===== config.mk =====
export PLATFORM = sky130hd
export DESIGN_NAME = sbd_ctrl
export DESIGN_NICKNAME = d
export VERILOG_FILES = /design/src/common/sbd_pkg.sv /design/src/rtl/sbd_ctrl.sv
export SDC_FILE = /design/constraint.sdc
export NUM_CORES = 1
export LEC_CHECK = 0
export BUFFER_PORTS_ARGS = -buffer_cell sky130_fd_sc_hd__buf_2
export CORE_ASPECT_RATIO = 0.5
export CORE_MARGIN = 4
export CORE_UTILIZATION = 30
export CTS_CLUSTER_DIAMETER = 30
export DETAILED_ROUTE_END_ITERATION = 12
export PLACE_DENSITY = 0.53
export SETUP_SLACK_MARGIN = 0.5
export SLEW_MARGIN = 5
export SYNTH_ARGS = -nofsm -noshare
export SYNTH_HDL_FRONTEND = slang
export SYNTH_SLANG_ARGS = --single-unit

===== constraint.sdc =====
create_clock -name core_clk -period 8.4 [get_ports core_clk]
set_input_delay 0.84 -clock core_clk [delete_from_list [all_inputs] [get_ports core_clk]]
set_output_delay 0.84 -clock core_clk [all_outputs]
set_load 0.005 [all_outputs]

===== src/common/sbd_pkg.sv =====
package sbd_pkg;
   // ---------------------------------------------------------------
   // timing
   // ---------------------------------------------------------------
   localparam int CLK_NS     = 40;
   localparam int ACK_WR_NS  = 50;
   localparam int ACK_R0_NS  = 50;
   localparam int ACK_R1_NS  = 105;
   localparam int ACK_R2_NS  = 200;
   localparam int ACC_NS     = 200;
   localparam int REF_INT_NS = 14000;
   localparam int REF_CYC_NS = 350;

   // longest times round down, never below one cycle
   function automatic int cyc_dn(input int ns);
      return (ns < CLK_NS) ? 1 : ns / CLK_NS;
   endfunction

   localparam int ACK_WR_CYC  = cyc_dn(ACK_WR_NS);
   localparam int ACK_R0_CYC  = cyc_dn(ACK_R0_NS);
   localparam int ACK_R1_CYC  = cyc_dn(ACK_R1_NS);
   localparam int ACK_R2_CYC  = cyc_dn(ACK_R2_NS);
   localparam int ACC_CYC     = cyc_dn(ACC_NS);
   localparam int REF_INT_CYC = cyc_dn(REF_INT_NS);
   localparam int REF_CYC     = cyc_dn(REF_CYC_NS);
   localparam int REF_TMR_W   = 9;

   // ---------------------------------------------------------------
   // local register port
   // ---------------------------------------------------------------
   localparam int          REG_AW   = 4;
   localparam logic [3:0]  REG_CFG  = 4'h0;
   localparam logic [3:0]  REG_STAT = 4'h1;
   localparam logic [31:0] CFG_RST  = 32'h0;
   localparam logic [15:0] ERR_RST  = 16'h0;

   localparam int F_BLK   = 0;
   localparam int F_MB    = 4;
   localparam int F_STOP  = 8;
   localparam int F_CROSS = 9;
   localparam int F_LO32  = 10;
   localparam int F_HI64  = 11;
   localparam int F_RDLY  = 12;
   localparam int F_AACK  = 14;
   localparam int F_PINT  = 15;
   localparam int F_LVL   = 16;
   localparam int F_IO16  = 19;
   localparam int F_IO40  = 20;
   localparam int F_IOSW  = 21;

   // ---------------------------------------------------------------
   // address map
   // ---------------------------------------------------------------
   localparam logic [23:0] LO32_TOP = 24'h008000;
   localparam logic [7:0]  HI64_BLK = 8'h0f;
   localparam logic [3:0]  IO_LO_A  = 4'h0;
   localparam logic [3:0]  IO_LO_B  = 4'h4;

   // ---------------------------------------------------------------
   // types
   // ---------------------------------------------------------------
   typedef struct packed {
      logic [23:0] adr;
      logic        bhe;
      logic [15:0] din;
      logic        mrd;
      logic        mwr;
      logic        iord;
   } sbd_bus_s;

   typedef struct packed {
      logic        refr;
      logic        rd;
      logic [1:0]  we;
      logic [22:0] addr;
      logic [17:0] wdata;
   } sbd_mem_s;

   typedef enum {ST_IDLE, ST_REF, ST_MRD, ST_MWR, ST_IOR, ST_HOLD}
      sbd_state_e;
endpackage


===== src/rtl/sbd_ctrl.sv =====
`timescale 1ns/1ns
// Operation
// - decode all 24 address bits
// - start on switch-set 64K boundary
// - 20-bit systems keep megabyte switch zero
// - stop option ends range at megabyte
// - cross option lets range wrap past top of address space
// - lock out low 32K, high 64K; code does so only when the range starts at address 0
// - byte swap odd bytes to low lane
// - store parity with every write
// - check parity on every read
// - latch row and byte, light LED
// - enabled parity error drives chosen interrupt
// - error register readable by I/O read
// - 32 I/O addresses, 8/16-bit decode
// - low byte 00-0F or 40-4F
// - read acknowledge after 50/105/200 ns; code gives 160/160/200 ns
// - write acknowledge after 50 ns; code gives 40 ns
// - optional advance acknowledge equals acknowledge
// - refresh every 14 us unaided
// - refresh cycle within 350 ns
// - access 200 ns, cycle 300 ns
module sbd_ctrl #(
   parameter int         MEM_LOG2 = 20,
   parameter int         MEM_LAT  = 2,
   parameter logic [7:0] IO_HI    = 8'h00
) (
   // clock and reset
   input  wire logic                        core_clk,
   input  wire logic                        rst,
   // system bus pins
   input  wire sbd_pkg::sbd_bus_s           bus_pin,
   output logic [15:0]                      bus_dout_ff,
   output logic                             bus_doe_ff,
   output logic                             xack_ff,
   output logic                             aack_ff,
   output logic [7:0]                       int_ff,
   output logic                             led_ff,
   // dram array
   output sbd_pkg::sbd_mem_s                mem_ff,
   input  wire logic [17:0]                 mem_rdata,
   // local register port
   input  wire logic [sbd_pkg::REG_AW-1:0]  reg_addr,
   input  wire logic [31:0]                 reg_wdata,
   input  wire logic                        reg_wr,
   input  wire logic                        reg_rd,
   output logic [31:0]                      reg_rdata_ff
);

   // ---------------------------------------------------------------
   // elaboration checks
   // ---------------------------------------------------------------
   localparam int CAP_CYC = 1 + MEM_LAT;

   // data must be back inside the access time
   if (MEM_LOG2 < 17 || MEM_LOG2 > 24) begin : g_bad_size
      $error("MEM_LOG2 must lie in 17..24");
   end
   if (MEM_LAT < 1 || CAP_CYC + 1 > sbd_pkg::ACC_CYC) begin : g_bad_lat
      $error("MEM_LAT too large for the access time");
   end

   // ---------------------------------------------------------------
   // helpers
   // ---------------------------------------------------------------
   function automatic logic par8(input logic [7:0] b);
      return ^b;
   endfunction

   function automatic logic [3:0] ack_n(input logic [1:0] sel);
      int n;
      n = (sel == 2'd0) ? sbd_pkg::ACK_R0_CYC :
          (sel == 2'd1) ? sbd_pkg::ACK_R1_CYC : sbd_pkg::ACK_R2_CYC;
      if (n < CAP_CYC + 1) n = CAP_CYC + 1;
      return 4'(n);
   endfunction

   // ---------------------------------------------------------------
   // pin synchroniser
   // ---------------------------------------------------------------
   sbd_pkg::sbd_bus_s sync1_ff;
   sbd_pkg::sbd_bus_s bin_ff;

   // data is sampled with its command; the master holds both steady
   always_ff @(posedge core_clk or posedge rst) begin
      if (rst) begin
         sync1_ff <= '0;
         bin_ff   <= '0;
      end else begin
         sync1_ff <= bus_pin;
         bin_ff   <= sync1_ff;
      end
   end

   // ---------------------------------------------------------------
   // configuration register
   // ---------------------------------------------------------------
   logic [31:0] cfg_ff;

   always_ff @(posedge core_clk or posedge rst) begin
      if (rst) begin
         cfg_ff <= sbd_pkg::CFG_RST;
      end else if (reg_wr && reg_addr == sbd_pkg::REG_CFG) begin
         cfg_ff <= reg_wdata;
      end
   end

   logic [3:0] blk_sw;
   logic [3:0] mb_sw;
   logic [1:0] rdly;
   logic [2:0] lvl;
   logic [3:0] io_sw;
   logic       stop_en;
   logic       cross_en;
   logic       lo32_en;
   logic       hi64_en;
   logic       aack_en;
   logic       pint_en;
   logic       io16_en;
   logic       io40_en;

   assign blk_sw   = cfg_ff[sbd_pkg::F_BLK +: 4];
   assign mb_sw    = cfg_ff[sbd_pkg::F_MB +: 4];
   assign rdly     = cfg_ff[sbd_pkg::F_RDLY +: 2];
   assign lvl      = cfg_ff[sbd_pkg::F_LVL +: 3];
   assign io_sw    = cfg_ff[sbd_pkg::F_IOSW +: 4];
   assign stop_en  = cfg_ff[sbd_pkg::F_STOP];
   assign cross_en = cfg_ff[sbd_pkg::F_CROSS];
   assign lo32_en  = cfg_ff[sbd_pkg::F_LO32];
   assign hi64_en  = cfg_ff[sbd_pkg::F_HI64];
   assign aack_en  = cfg_ff[sbd_pkg::F_AACK];
   assign pint_en  = cfg_ff[sbd_pkg::F_PINT];
   assign io16_en  = cfg_ff[sbd_pkg::F_IO16];
   assign io40_en  = cfg_ff[sbd_pkg::F_IO40];

   // ---------------------------------------------------------------
   // address decode
   // ---------------------------------------------------------------
   logic [23:0] start_a;
   logic [23:0] offs;
   logic [24:0] size_b;
   logic        mem_hit;
   logic        io_hit;
   logic [7:0]  io_lo;

   assign start_a = {mb_sw, blk_sw, 16'h0};
   assign offs    = bin_ff.adr - start_a;
   assign size_b  = 25'(1) << MEM_LOG2;
   assign io_lo   = {io40_en ? sbd_pkg::IO_LO_B : sbd_pkg::IO_LO_A,
                     io_sw};

   always_comb begin
      mem_hit = {1'b0, offs} < size_b;
      // without crossing the range does not wrap past the top
      if (!cross_en && bin_ff.adr < start_a) mem_hit = 1'b0;
      // upper bits undriven by a 20-bit master read as zero
      if (stop_en && bin_ff.adr[23:20] != mb_sw) mem_hit = 1'b0;
      if (start_a == 24'h0 && lo32_en && bin_ff.adr < sbd_pkg::LO32_TOP)
         mem_hit = 1'b0;
      if (start_a == 24'h0 && hi64_en &&
          bin_ff.adr[23:16] == sbd_pkg::HI64_BLK)
         mem_hit = 1'b0;
   end

   assign io_hit = bin_ff.adr[7:0] == io_lo &&
                   (!io16_en || bin_ff.adr[15:8] == IO_HI);

   // ---------------------------------------------------------------
   // refresh timer
   // ---------------------------------------------------------------
   logic [sbd_pkg::REF_TMR_W-1:0] ref_tmr_ff;
   logic                          ref_pend_ff;
   sbd_pkg::sbd_state_e           st_ff;
   sbd_pkg::sbd_state_e           nxt_st;
   logic [3:0]                    cnt_ff;
   logic                          ref_go;
   logic                          ref_tick;

   assign ref_tick = ref_tmr_ff ==
                     sbd_pkg::REF_TMR_W'(sbd_pkg::REF_INT_CYC - 1);
   assign ref_go   = st_ff == sbd_pkg::ST_IDLE &&
                     nxt_st == sbd_pkg::ST_REF;

   always_ff @(posedge core_clk or posedge rst) begin
      if (rst) begin
         ref_tmr_ff <= '0;
      end else if (ref_tick) begin
         ref_tmr_ff <= '0;
      end else begin
         ref_tmr_ff <= ref_tmr_ff + 1'b1;
      end
   end

   // a new tick wins over the start of the previous refresh
   always_ff @(posedge core_clk or posedge rst) begin
      if (rst) begin
         ref_pend_ff <= 1'b0;
      end else if (ref_tick) begin
         ref_pend_ff <= 1'b1;
      end else if (ref_go) begin
         ref_pend_ff <= 1'b0;
      end
   end

   // ---------------------------------------------------------------
   // sequencer
   // ---------------------------------------------------------------
   logic       cmd_any;
   logic [3:0] ack_at;

   assign cmd_any = bin_ff.mrd || bin_ff.mwr || bin_ff.iord;

   always_comb begin
      ack_at = 4'(sbd_pkg::ACK_WR_CYC);
      if (st_ff == sbd_pkg::ST_MRD) ack_at = ack_n(rdly);
   end

   always_comb begin
      nxt_st = st_ff;
      unique case (st_ff)
         sbd_pkg::ST_IDLE: begin
            // refresh only starts between accesses, never cuts one
            if (ref_pend_ff)
               nxt_st = sbd_pkg::ST_REF;
            else if (bin_ff.mrd && mem_hit)
               nxt_st = sbd_pkg::ST_MRD;
            else if (bin_ff.mwr && mem_hit)
               nxt_st = sbd_pkg::ST_MWR;
            else if (bin_ff.iord && io_hit)
               nxt_st = sbd_pkg::ST_IOR;
         end
         sbd_pkg::ST_REF: begin
            if (cnt_ff == 4'(sbd_pkg::REF_CYC - 1))
               nxt_st = sbd_pkg::ST_IDLE;
         end
         sbd_pkg::ST_MRD, sbd_pkg::ST_MWR, sbd_pkg::ST_IOR: begin
            if (cnt_ff == ack_at - 4'd1)
               nxt_st = sbd_pkg::ST_HOLD;
         end
         sbd_pkg::ST_HOLD: begin
            if (!cmd_any) nxt_st = sbd_pkg::ST_IDLE;
         end
      endcase
   end

   always_ff @(posedge core_clk or posedge rst) begin
      if (rst) begin
         st_ff  <= sbd_pkg::ST_IDLE;
         cnt_ff <= 4'h0;
      end else begin
         st_ff  <= nxt_st;
         cnt_ff <= (nxt_st == st_ff) ? cnt_ff + 4'd1 : 4'h0;
      end
   end

   // acknowledge stands from the step into hold until the command drops
   always_ff @(posedge core_clk or posedge rst) begin
      if (rst) begin
         xack_ff <= 1'b0;
         aack_ff <= 1'b0;
      end else begin
         xack_ff <= nxt_st == sbd_pkg::ST_HOLD;
         aack_ff <= nxt_st == sbd_pkg::ST_HOLD && aack_en;
      end
   end

   // ---------------------------------------------------------------
   // array access
   // ---------------------------------------------------------------
   logic [7:0] wr_hi;
   logic [1:0] lanes_ff;
   logic       odd_ff;
   logic       cap;
   logic [1:0] perr;

   // an odd byte arrives on the low lane and goes to the high byte
   assign wr_hi = bin_ff.adr[0] ? bin_ff.din[7:0] : bin_ff.din[15:8];

   always_ff @(posedge core_clk or posedge rst) begin
      if (rst) begin
         mem_ff <= '0;
      end else begin
         mem_ff.refr <= ref_go;
         mem_ff.rd   <= 1'b0;
         mem_ff.we   <= 2'b00;
         if (st_ff == sbd_pkg::ST_IDLE) begin
            mem_ff.addr  <= offs[23:1];
            mem_ff.wdata <= {par8(wr_hi), par8(bin_ff.din[7:0]),
                             wr_hi, bin_ff.din[7:0]};
            if (nxt_st == sbd_pkg::ST_MRD) mem_ff.rd <= 1'b1;
            if (nxt_st == sbd_pkg::ST_MWR)
               mem_ff.we <= {bin_ff.adr[0] | bin_ff.bhe,
                             !bin_ff.adr[0]};
         end
      end
   end

   always_ff @(posedge core_clk or posedge rst) begin
      if (rst) begin
         lanes_ff <= 2'b00;
         odd_ff   <= 1'b0;
      end else if (st_ff == sbd_pkg::ST_IDLE) begin
         lanes_ff <= {bin_ff.adr[0] | bin_ff.bhe, !bin_ff.adr[0]};
         odd_ff   <= bin_ff.adr[0] && !bin_ff.bhe;
      end
   end

   // read data are back MEM_LAT + 1 cycles after the strobe
   assign cap  = st_ff == sbd_pkg::ST_MRD &&
                 cnt_ff == 4'(CAP_CYC);
   assign perr = lanes_ff & {par8(mem_rdata[15:8]) != mem_rdata[17],
                             par8(mem_rdata[7:0]) != mem_rdata[16]};

   // ---------------------------------------------------------------
   // error register, LED and interrupt
   // ---------------------------------------------------------------
   logic [15:0] err_loc_ff;
   logic        err_clr;

   assign err_clr = st_ff == sbd_pkg::ST_IOR && cnt_ff == 4'h0;

   // a new error wins over the clear that a register read makes
   always_ff @(posedge core_clk or posedge rst) begin
      if (rst) begin
         led_ff     <= 1'b0;
         err_loc_ff <= sbd_pkg::ERR_RST;
      end else if (cap && perr != 2'b00 && (!led_ff || err_clr)) begin
         led_ff     <= 1'b1;
         err_loc_ff <= {perr, mem_ff.addr[MEM_LOG2-2 -: 14]};
      end else if (err_clr) begin
         led_ff     <= 1'b0;
      end
   end

   always_ff @(posedge core_clk or posedge rst) begin
      if (rst) begin
         int_ff <= 8'h00;
      end else begin
         int_ff <= (led_ff && pint_en) ? 8'(8'h01 << lvl) : 8'h00;
      end
   end

   // ---------------------------------------------------------------
   // bus data out
   // ---------------------------------------------------------------
   always_ff @(posedge core_clk or posedge rst) begin
      if (rst) begin
         bus_dout_ff <= 16'h0;
         bus_doe_ff  <= 1'b0;
      end else if (cap) begin
         bus_dout_ff <= odd_ff ? {2{mem_rdata[15:8]}}
                               : mem_rdata[15:0];
         bus_doe_ff  <= 1'b1;
      end else if (err_clr) begin
         bus_dout_ff <= err_loc_ff;
         bus_doe_ff  <= 1'b1;
      end else if (nxt_st == sbd_pkg::ST_IDLE) begin
         bus_doe_ff  <= 1'b0;
      end
   end

   // ---------------------------------------------------------------
   // register read port
   // ---------------------------------------------------------------
   always_ff @(posedge core_clk or posedge rst) begin
      if (rst) begin
         reg_rdata_ff <= 32'h0;
      end else if (reg_rd && reg_addr == sbd_pkg::REG_CFG) begin
         reg_rdata_ff <= cfg_ff;
      end else if (reg_rd && reg_addr == sbd_pkg::REG_STAT) begin
         reg_rdata_ff <= {14'h0, ref_pend_ff, led_ff, err_loc_ff};
      end else begin
         reg_rdata_ff <= 32'h0;
      end
   end
endmodule // sbd_ctrl


==> results.sh, run 1 <==
export IMPL_status="completed"
export IMPL_die_x_um=278
export IMPL_yosys_area_share_adder_pct=1.67
export IMPL_hold_path_endpoint="bin_ff[40]$_DFF_PP0_"
export IMPL_maxCapViolations=0
export IMPL_drv_slew=0
export IMPL_dr_total_vias=7267
export IMPL_yosysTopAreaCell="dfrtp_1"
export IMPL_worstPathMaxFanout=33
export IMPL_drt_first_pass_iters=4
export IMPL_synth_compound_area_share_pct=6.18
export IMPL_ys_seq_area_share_pct=66.2
export IMPL_regToRegSetupSlack_ps=4920
export IMPL_worst_pin_slew_ps=1110
export IMPL_crit_chain="inv_1, ha_1, inv_1, fa_1, a211oi_1, nor3_1, a311oi_1, o2111ai_1, a22oi_2, buf_4, nor2b_1"
export IMPL_yosysWarnings=0
export IMPL_initial_core_util_pct=30.5
export IMPL_drc=0
export IMPL_ir_drop_uv=166
export IMPL_ys_ff_latch=290
export IMPL_routabilityCongestion=0.840
export IMPL_synth_fp_nets=982
export IMPL_hp_class="flip-flop to flip-flop"
export IMPL_cts_resized=0
export IMPL_viasPerCell=4.50
export IMPL_fmax_ghz=0.288
export IMPL_die_h_um=143
export IMPL_crit_buf_inv=3
export IMPL_syn_to_final_growth_pct=27.7
export IMPL_post_drt_wl_per_cell_um=17.3
export IMPL_syn_area_um2=11000
export IMPL_grt_start_max_net_pins=80
export IMPL_cts_tree="done"
export IMPL_timing_final_crit_share_pct=41.4
export IMPL_reg2reg_to="st_ff[26]$_DFF_PP0_"
export IMPL_holdPathStages=0
export IMPL_period_minus_slack_ps=3480
export IMPL_synth_avg_cell_area_um2=12.7
export IMPL_max_slew_margin_pct=25.9
export IMPL_cts_hold_buf=0
export IMPL_cts_path_max_buffers=3
export IMPL_finalWirelength_um=27900
export IMPL_synthTopCellsByCount="290 x dfrtp_1, 110 x nand2_1, 68 x nor2_1"
export IMPL_yosysMostFrequentCell="dfrtp_1"
export IMPL_synth_xor_area_share_pct=3.92
export IMPL_grt_usage_pct=13.9
export IMPL_synthMuxAreaShare_pct=6.56
export IMPL_hold_path_startpoint="sync1_ff[40]$_DFF_PP0_"
export IMPL_clk_latency_ps=530
export IMPL_finalHoldViolations=0
export IMPL_startpoint_type="flip-flop"
export IMPL_hpwl_um=19800
export IMPL_setup_violations=0
export IMPL_rsz0062_at_grt="false"
export IMPL_skew_ps=16.3
export IMPL_critPathTopFamily="compound AO/OA/AOI/OAI gates"
export IMPL_grt_ovfl_total=0
export IMPL_crit_type="flip-flop to flip-flop"
export IMPL_grt_pass1_vias=7620
export IMPL_crit_required_ps=8790
export IMPL_final_nets=1214
export IMPL_cp_arrival_ps=3870
export IMPL_synth_area_top_cells="dfrtp_1 66%, mux2_2 4.8%, nand2_1 3.8%, nor2_1 2.3%, xnor2_1 2.2%"
export IMPL_ys_flop_type="dfrtp_1"
export IMPL_cp_common_cell="inv_1"
export IMPL_die_area_um2=39900
export IMPL_cts_buffers=43
export IMPL_p_leak_uw=0.00689
export IMPL_reg2reg_depth=11
export IMPL_yosysTopAreaCellShare_pct=66.2
export IMPL_slowest_stage="a311oi_1"
export IMPL_clkTransAtPathRegs_ps=50
export IMPL_synth_async_reset_ratio_pct=100
export IMPL_r2r_start="bin_ff[36]$_DFF_PP0_"
export IMPL_synth_edf_count=0
export IMPL_ys_types=64
export IMPL_drt_iter0_drc=389
export IMPL_cts_setup_buffers=0
export IMPL_cts_sinks=290
export IMPL_htree_levels=2
export IMPL_port_buffers=206
export IMPL_clockRootBuffer="clkbuf_16"
export IMPL_io_pins=207
export IMPL_synth_cells=866
export IMPL_setup_tns_ps=0
export IMPL_grt_first_pass_wirelength_um=43600
export IMPL_antenna_found_initial=0
export IMPL_rows=49
export IMPL_powerDensity_nw_per_um2=320
export IMPL_cp_end_kind="flip-flop"
export IMPL_utilization_pct=38.9
export IMPL_cp_slowest_stage_delay_ps=660
export IMPL_drtAntennaViolNets=0
export IMPL_drive_gt1_share_pct=30.6
export IMPL_synth_simple_area_share_pct=13.7
export IMPL_core_area_um2=36000
export IMPL_fill_cells=3481
export IMPL_synth_top_family_by_area="simple AND/OR/NAND/NOR gates"
export IMPL_n_antenna_cell=0
## layout make-up
class / instances / area, µm² / share of cell area, %
Tap cell: 484 / 606 / 4.32
Inverter: 23 / 90.1 / 0.643
Timing Repair Buffer: 214 / 1090 / 7.79
Clock inverter: 20 / 199 / 1.42
Sequential cell: 290 / 7260 / 51.8
Clock buffer: 58 / 1230 / 8.82
Multi-Input combinational cell: 526 / 3530 / 25.2
## power by group
group	leakage (µW)	switching, µW	internal, µW	total [µW]
combinational	0.00255	541	384	925
sequential	0.00365	184	1630	1820
clock	0.000691	644	1100	1750
## layer usage
metal / GRT usage (%) / share of wire, %
met2: 24.6 / 52
met3: 3.01 / 4.1
met1: 16.9 / 41
met4: 5.14 / 3.0
met5: 0 / 0
## registers in the layout (all words and copies together), names as in the netlist, 2 cells and up
register	count
cfg_ff	32
mem_ff	45
int_ff	8
lanes_ff	2
cnt_ff	4
sync1_ff	44
reg_rdata_ff	32
bin_ff	44
ref_tmr_ff	9
err_loc_ff	16
bus_dout_ff	16
st_ff	32
## cell families after synthesis
logic type / after synthesis
adders and majority gates: 14
DFF: 290
xor gates and xnor gates: 46
and+or+nand+nor: 301
buffers and inverters: 50
AOI/OAI and AO/OA: 99
muxes: 65
other: 1
## stage by stage
stage          total power, µW  hold slack [ps]  instances  area, µm²  setup WS (ps)
2_1_floorplan             2380              331        866      11000           3710
3_3_place_gp              2760              334       1537      12600           5030
3_5_place_dp              2780              335       1537      12600           4990
4_1_cts                   4560              345       1615      14000           4950
5_1_grt                   4760              348       1615      14000           4680
6_report                  4490              342       1615      14000           4920
## placed cells by master (no fill, tap or decap), types with 22 or more instances in the layout
cell       count
clkbuf_16     45
inv_1         22
nor2_1        68
buf_2        206
dfrtp_1      290
mux2_2        47
nor2b_1       35
o21ai_0       29
nand2_1      109
xnor2_1       28
## worst max-delay path by stage
stage                         start                  end  slack (ps)  cells past startpoint
2_1_floorplan                   rst    aack_ff$_DFF_PP0_        3710                      1
3_3_place_gp    st_ff[30]$_DFF_PP0_  st_ff[26]$_DFF_PP0_        5030                     12
3_5_place_dp   bin_ff[36]$_DFF_PP0_  st_ff[23]$_DFF_PP0_        4990                     11
4_1_cts        bin_ff[36]$_DFF_PP0_  st_ff[26]$_DFF_PP0_        4950                     11
5_1_grt        bin_ff[36]$_DFF_PP0_   st_ff[9]$_DFF_PP0_        4680                     11
6_report       bin_ff[36]$_DFF_PP0_  st_ff[26]$_DFF_PP0_        4920                     11
Power figures use the tool's default switching activity.
==> run 2, diff against run 1 <==
Settings changed: ABC_AREA set to 1, PLACE_DENSITY 0.53 to 0.51.
Clock period 8.4 ns to 3.3 ns, I/O delays scaled along.
==> run 2 against run 1 <==
Combinational power grew to 3.5 times the previous value. Count of clock-buffer cells in the layout fell by 9. Global-route usage is 1.1 points higher.
==> results.sh, run 2 <==
export IMPL_status="completed"
export IMPL_yosysTopAreaCellShare_pct=63.5
export IMPL_syn_area_um2=11400
export IMPL_cp_arrival_ps=3210
export IMPL_timing_final_crit_share_pct=83.0
export IMPL_die_h_um=146
export IMPL_routed_wl_met3_um=1030
export IMPL_crit_required_ps=3770
export IMPL_drive_gt1_share_pct=27.4
export IMPL_routabilityCongestion=0.846
export IMPL_grt_ovfl_total=0
export IMPL_placed_area_um2=13100
export IMPL_clk_latency_ps=540
export IMPL_yosysMostFrequentCell="dfrtp_1"
export IMPL_yosysTopAreaCell="dfrtp_1"
export IMPL_largest_register="mem_ff"
export IMPL_hold_path_endpoint="cfg_ff[2]$_DFFE_PP0P_"
export IMPL_final_common_cell="dfrtp_1"
export IMPL_largest_reg_flops=45
export IMPL_die_area_um2=41500
export IMPL_grt_first_pass_wirelength_um=50100
export IMPL_port_buffers=206
export IMPL_startpoint_type="flip-flop"
export IMPL_fill_cells=3582
export IMPL_hpwl_um=22600
export IMPL_n_antenna_cell=0
export IMPL_drt_first_pass_iters=5
export IMPL_finalWirelength_um=31600
export IMPL_top_regs="mem_ff x45, bin_ff x44, sync1_ff x44"
export IMPL_post_drt_wl_per_cell_um=16.0
export IMPL_yosysWarnings=0
export IMPL_fmax_ghz=0.365
export IMPL_maxUsedRoutingLayer="met4"
export IMPL_synthTopCellsByCount="290 x dfrtp_1, 204 x nand2_1, 185 x nor2_1"
export IMPL_cts_sinks=290
export IMPL_synth_cells=1153
export IMPL_r2r_start="bin_ff[36]$_DFF_PP0_"
export IMPL_finalHoldViolations=0
export IMPL_ys_flop_type="dfrtp_1"
export IMPL_ys_seq_area_share_pct=63.5
export IMPL_holdPathStages=3
export IMPL_reg2reg_to="mem_ff[42]$_DFF_PP0_"
export IMPL_grt_usage_pct=15.0
export IMPL_maxCapViolations=0
export IMPL_final_cell_mix="290 x dfrtp_1, 206 x buf_2, 191 x nand2_1"
export IMPL_skew_ps=18.1
export IMPL_io_pins=207
export IMPL_synth_fp_nets=1269
export IMPL_viasPerCell=4.49
export IMPL_p_leak_uw=0.00775
export IMPL_htree_levels=2
export IMPL_hp_class="primary input to flip-flop"
export IMPL_powerDensity_nw_per_um2=829
export IMPL_drt_iter0_drc=519
export IMPL_max_slew_margin_pct=38.5
export IMPL_drtAntennaViolNets=0
export IMPL_synth_edf_count=0
export IMPL_period_minus_slack_ps=2740
export IMPL_worst_pin_slew_ps=919
export IMPL_synth_area_top_cells="dfrtp_1 64%, nand2_1 6.7%, nor2_1 6.1%, inv_1 4.2%, nand3_1 2.9%"
export IMPL_crit_type="flip-flop to flip-flop"
export IMPL_setup_tns_ps=0
export IMPL_synth_avg_cell_area_um2=9.91
export IMPL_hold_path_startpoint="reg_wdata[2]"
export IMPL_synth_async_reset_ratio_pct=100
export IMPL_regToRegSetupSlack_ps=560
export IMPL_cts_buffers=44
export IMPL_worstPathMaxFanout=9
export IMPL_ys_ff_latch=290
export IMPL_die_x_um=284
export IMPL_cts_path_max_buffers=3
export IMPL_clockRootBuffer="clkbuf_16"
export IMPL_cts_tree="done"
export IMPL_ir_drop_uv=491
export IMPL_cp_end_kind="flip-flop"
export IMPL_syn_to_final_growth_pct=35.7
export IMPL_drv_slew=0
export IMPL_utilization_pct=41.4
export IMPL_reg2reg_depth=20
export IMPL_antenna_found_initial=0
export IMPL_final_nets=1560
export IMPL_drc=0
export IMPL_clkTransAtPathRegs_ps=60
export IMPL_routedLengthMet1_um=13400
export IMPL_dr_total_vias=8866
export IMPL_initial_core_util_pct=30.5
export IMPL_setup_violations=0
export IMPL_wl_met2_um=16300
export IMPL_grt_pass1_vias=9364
export IMPL_core_area_um2=37500
export IMPL_rsz0062_at_grt="true"
export IMPL_final_cell_area_um2=15500
export IMPL_grt_start_max_net_pins=83
export IMPL_rows=50
export IMPL_ys_types=46
[run 2: cell types whose count changed after synthesis, sizes merged, moves of 7 or more]
cell,delta
a31oi,+11
a22o,-18
nor2,+123
nand3,+60
clkbuf,+7
mux2,-55
nor4,-10
and2,-16
nor2b,-34
o22ai,+10
nand2,+98
inv,+110
a21oi,+34
o221a,+8
[run 2: cells by family (layout without fill, tap and decap cells)]
group	after synthesis	count (layout)	synth area share [%]
AND/OR/NAND/NOR	503	507	18.7
other	1	1	0.0328
adder cells (fa/ha/maj)	14	14	1.60
flip-flops	290	290	63.5
multiplexers	8	8	0.701
XOR/XNOR	39	39	2.99
AO/OA/AOI/OAI	129	129	6.73
buffers and inverters	169	492	5.76
[run 2: worst max-delay path, stage by stage (launching register included)]
cell and delay, ps:
dfrtp_1 400, inv_2 80, ha_4 120, inv_2 40, fa_2 370, nand3_2 80, nand2_2 60, nand2_2 90
nand2_2 50, nand2_2 70, nand2_2 60, nor2_4 120, buf_12 140, nand3_4 160, nand2_2 150, a21oi_4 60
nor2_2 130, nand3_2 120, nor2_2 130, nand3_1 100, nor2_1 110
[run 2: layout make-up]
type / instances / area (µm²) / area share [%]
Inverter: 134 / 510 / 3.29
Sequential cell: 290 / 7260 / 46.8
Timing Repair Buffer: 276 / 1730 / 11.2
Tap cell: 494 / 618 / 3.99
Clock buffer: 49 / 1180 / 7.62
Clock inverter: 33 / 442 / 2.85
Multi-Input combinational cell: 698 / 3770 / 24.3
[run 2: power breakdown]
group          switching, µW  leakage [µW]  internal (µW)
sequential               434       0.00359           4180
clock                   1820      0.000793           3210
combinational           2000       0.00337           1230
[run 2: repair_timing]
item	4_1_cts	5_1_grt
resized for setup	4	58
pin swaps	3	26
endpoints found under the hold margin	62	0
cloned	1	3
hold buffers	45	0
setup buffers	1	9
endpoints found under the setup margin	6	21
[run 2: how the worst max path moves through the flow]
stage	from	endpoint	slack, ps
after floorplan	rst	aack_ff$_DFF_PP0_	-880
after global placement	bin_ff[36]$_DFF_PP0_	bus_doe_ff$_DFFE_PP0P_	380
after detailed placement	bin_ff[36]$_DFF_PP0_	mem_ff[42]$_DFF_PP0_	290
after CTS	bin_ff[36]$_DFF_PP0_	mem_ff[42]$_DFF_PP0_	500
after global routing	bin_ff[36]$_DFF_PP0_	bus_doe_ff$_DFFE_PP0P_	400
final	bin_ff[36]$_DFF_PP0_	mem_ff[42]$_DFF_PP0_	560
[run 2: metal layers]
| layer | track usage [%] | vias to the layer above |
|---|---|---|
| met5 | 0 | - |
| met4 | 4.86 | 0 |
| met1 | 18.1 | 4391 |
| met2 | 27.1 | 132 |
| li1 | - | 4284 |
| met3 | 3.00 | 59 |
[run 2: per-stage QoR]
stage	worst slack, ps	hold WS [ps]	total power, µW	instances
4_1_cts	503	12.1	12900	1962
5_1_grt	400	43.4	13600	1974
2_1_floorplan	-877	331	6460	1153
6_report	560	39.5	12900	1974
3_5_place_dp	290	335	7680	1833
3_3_place_gp	383	335	7630	1833
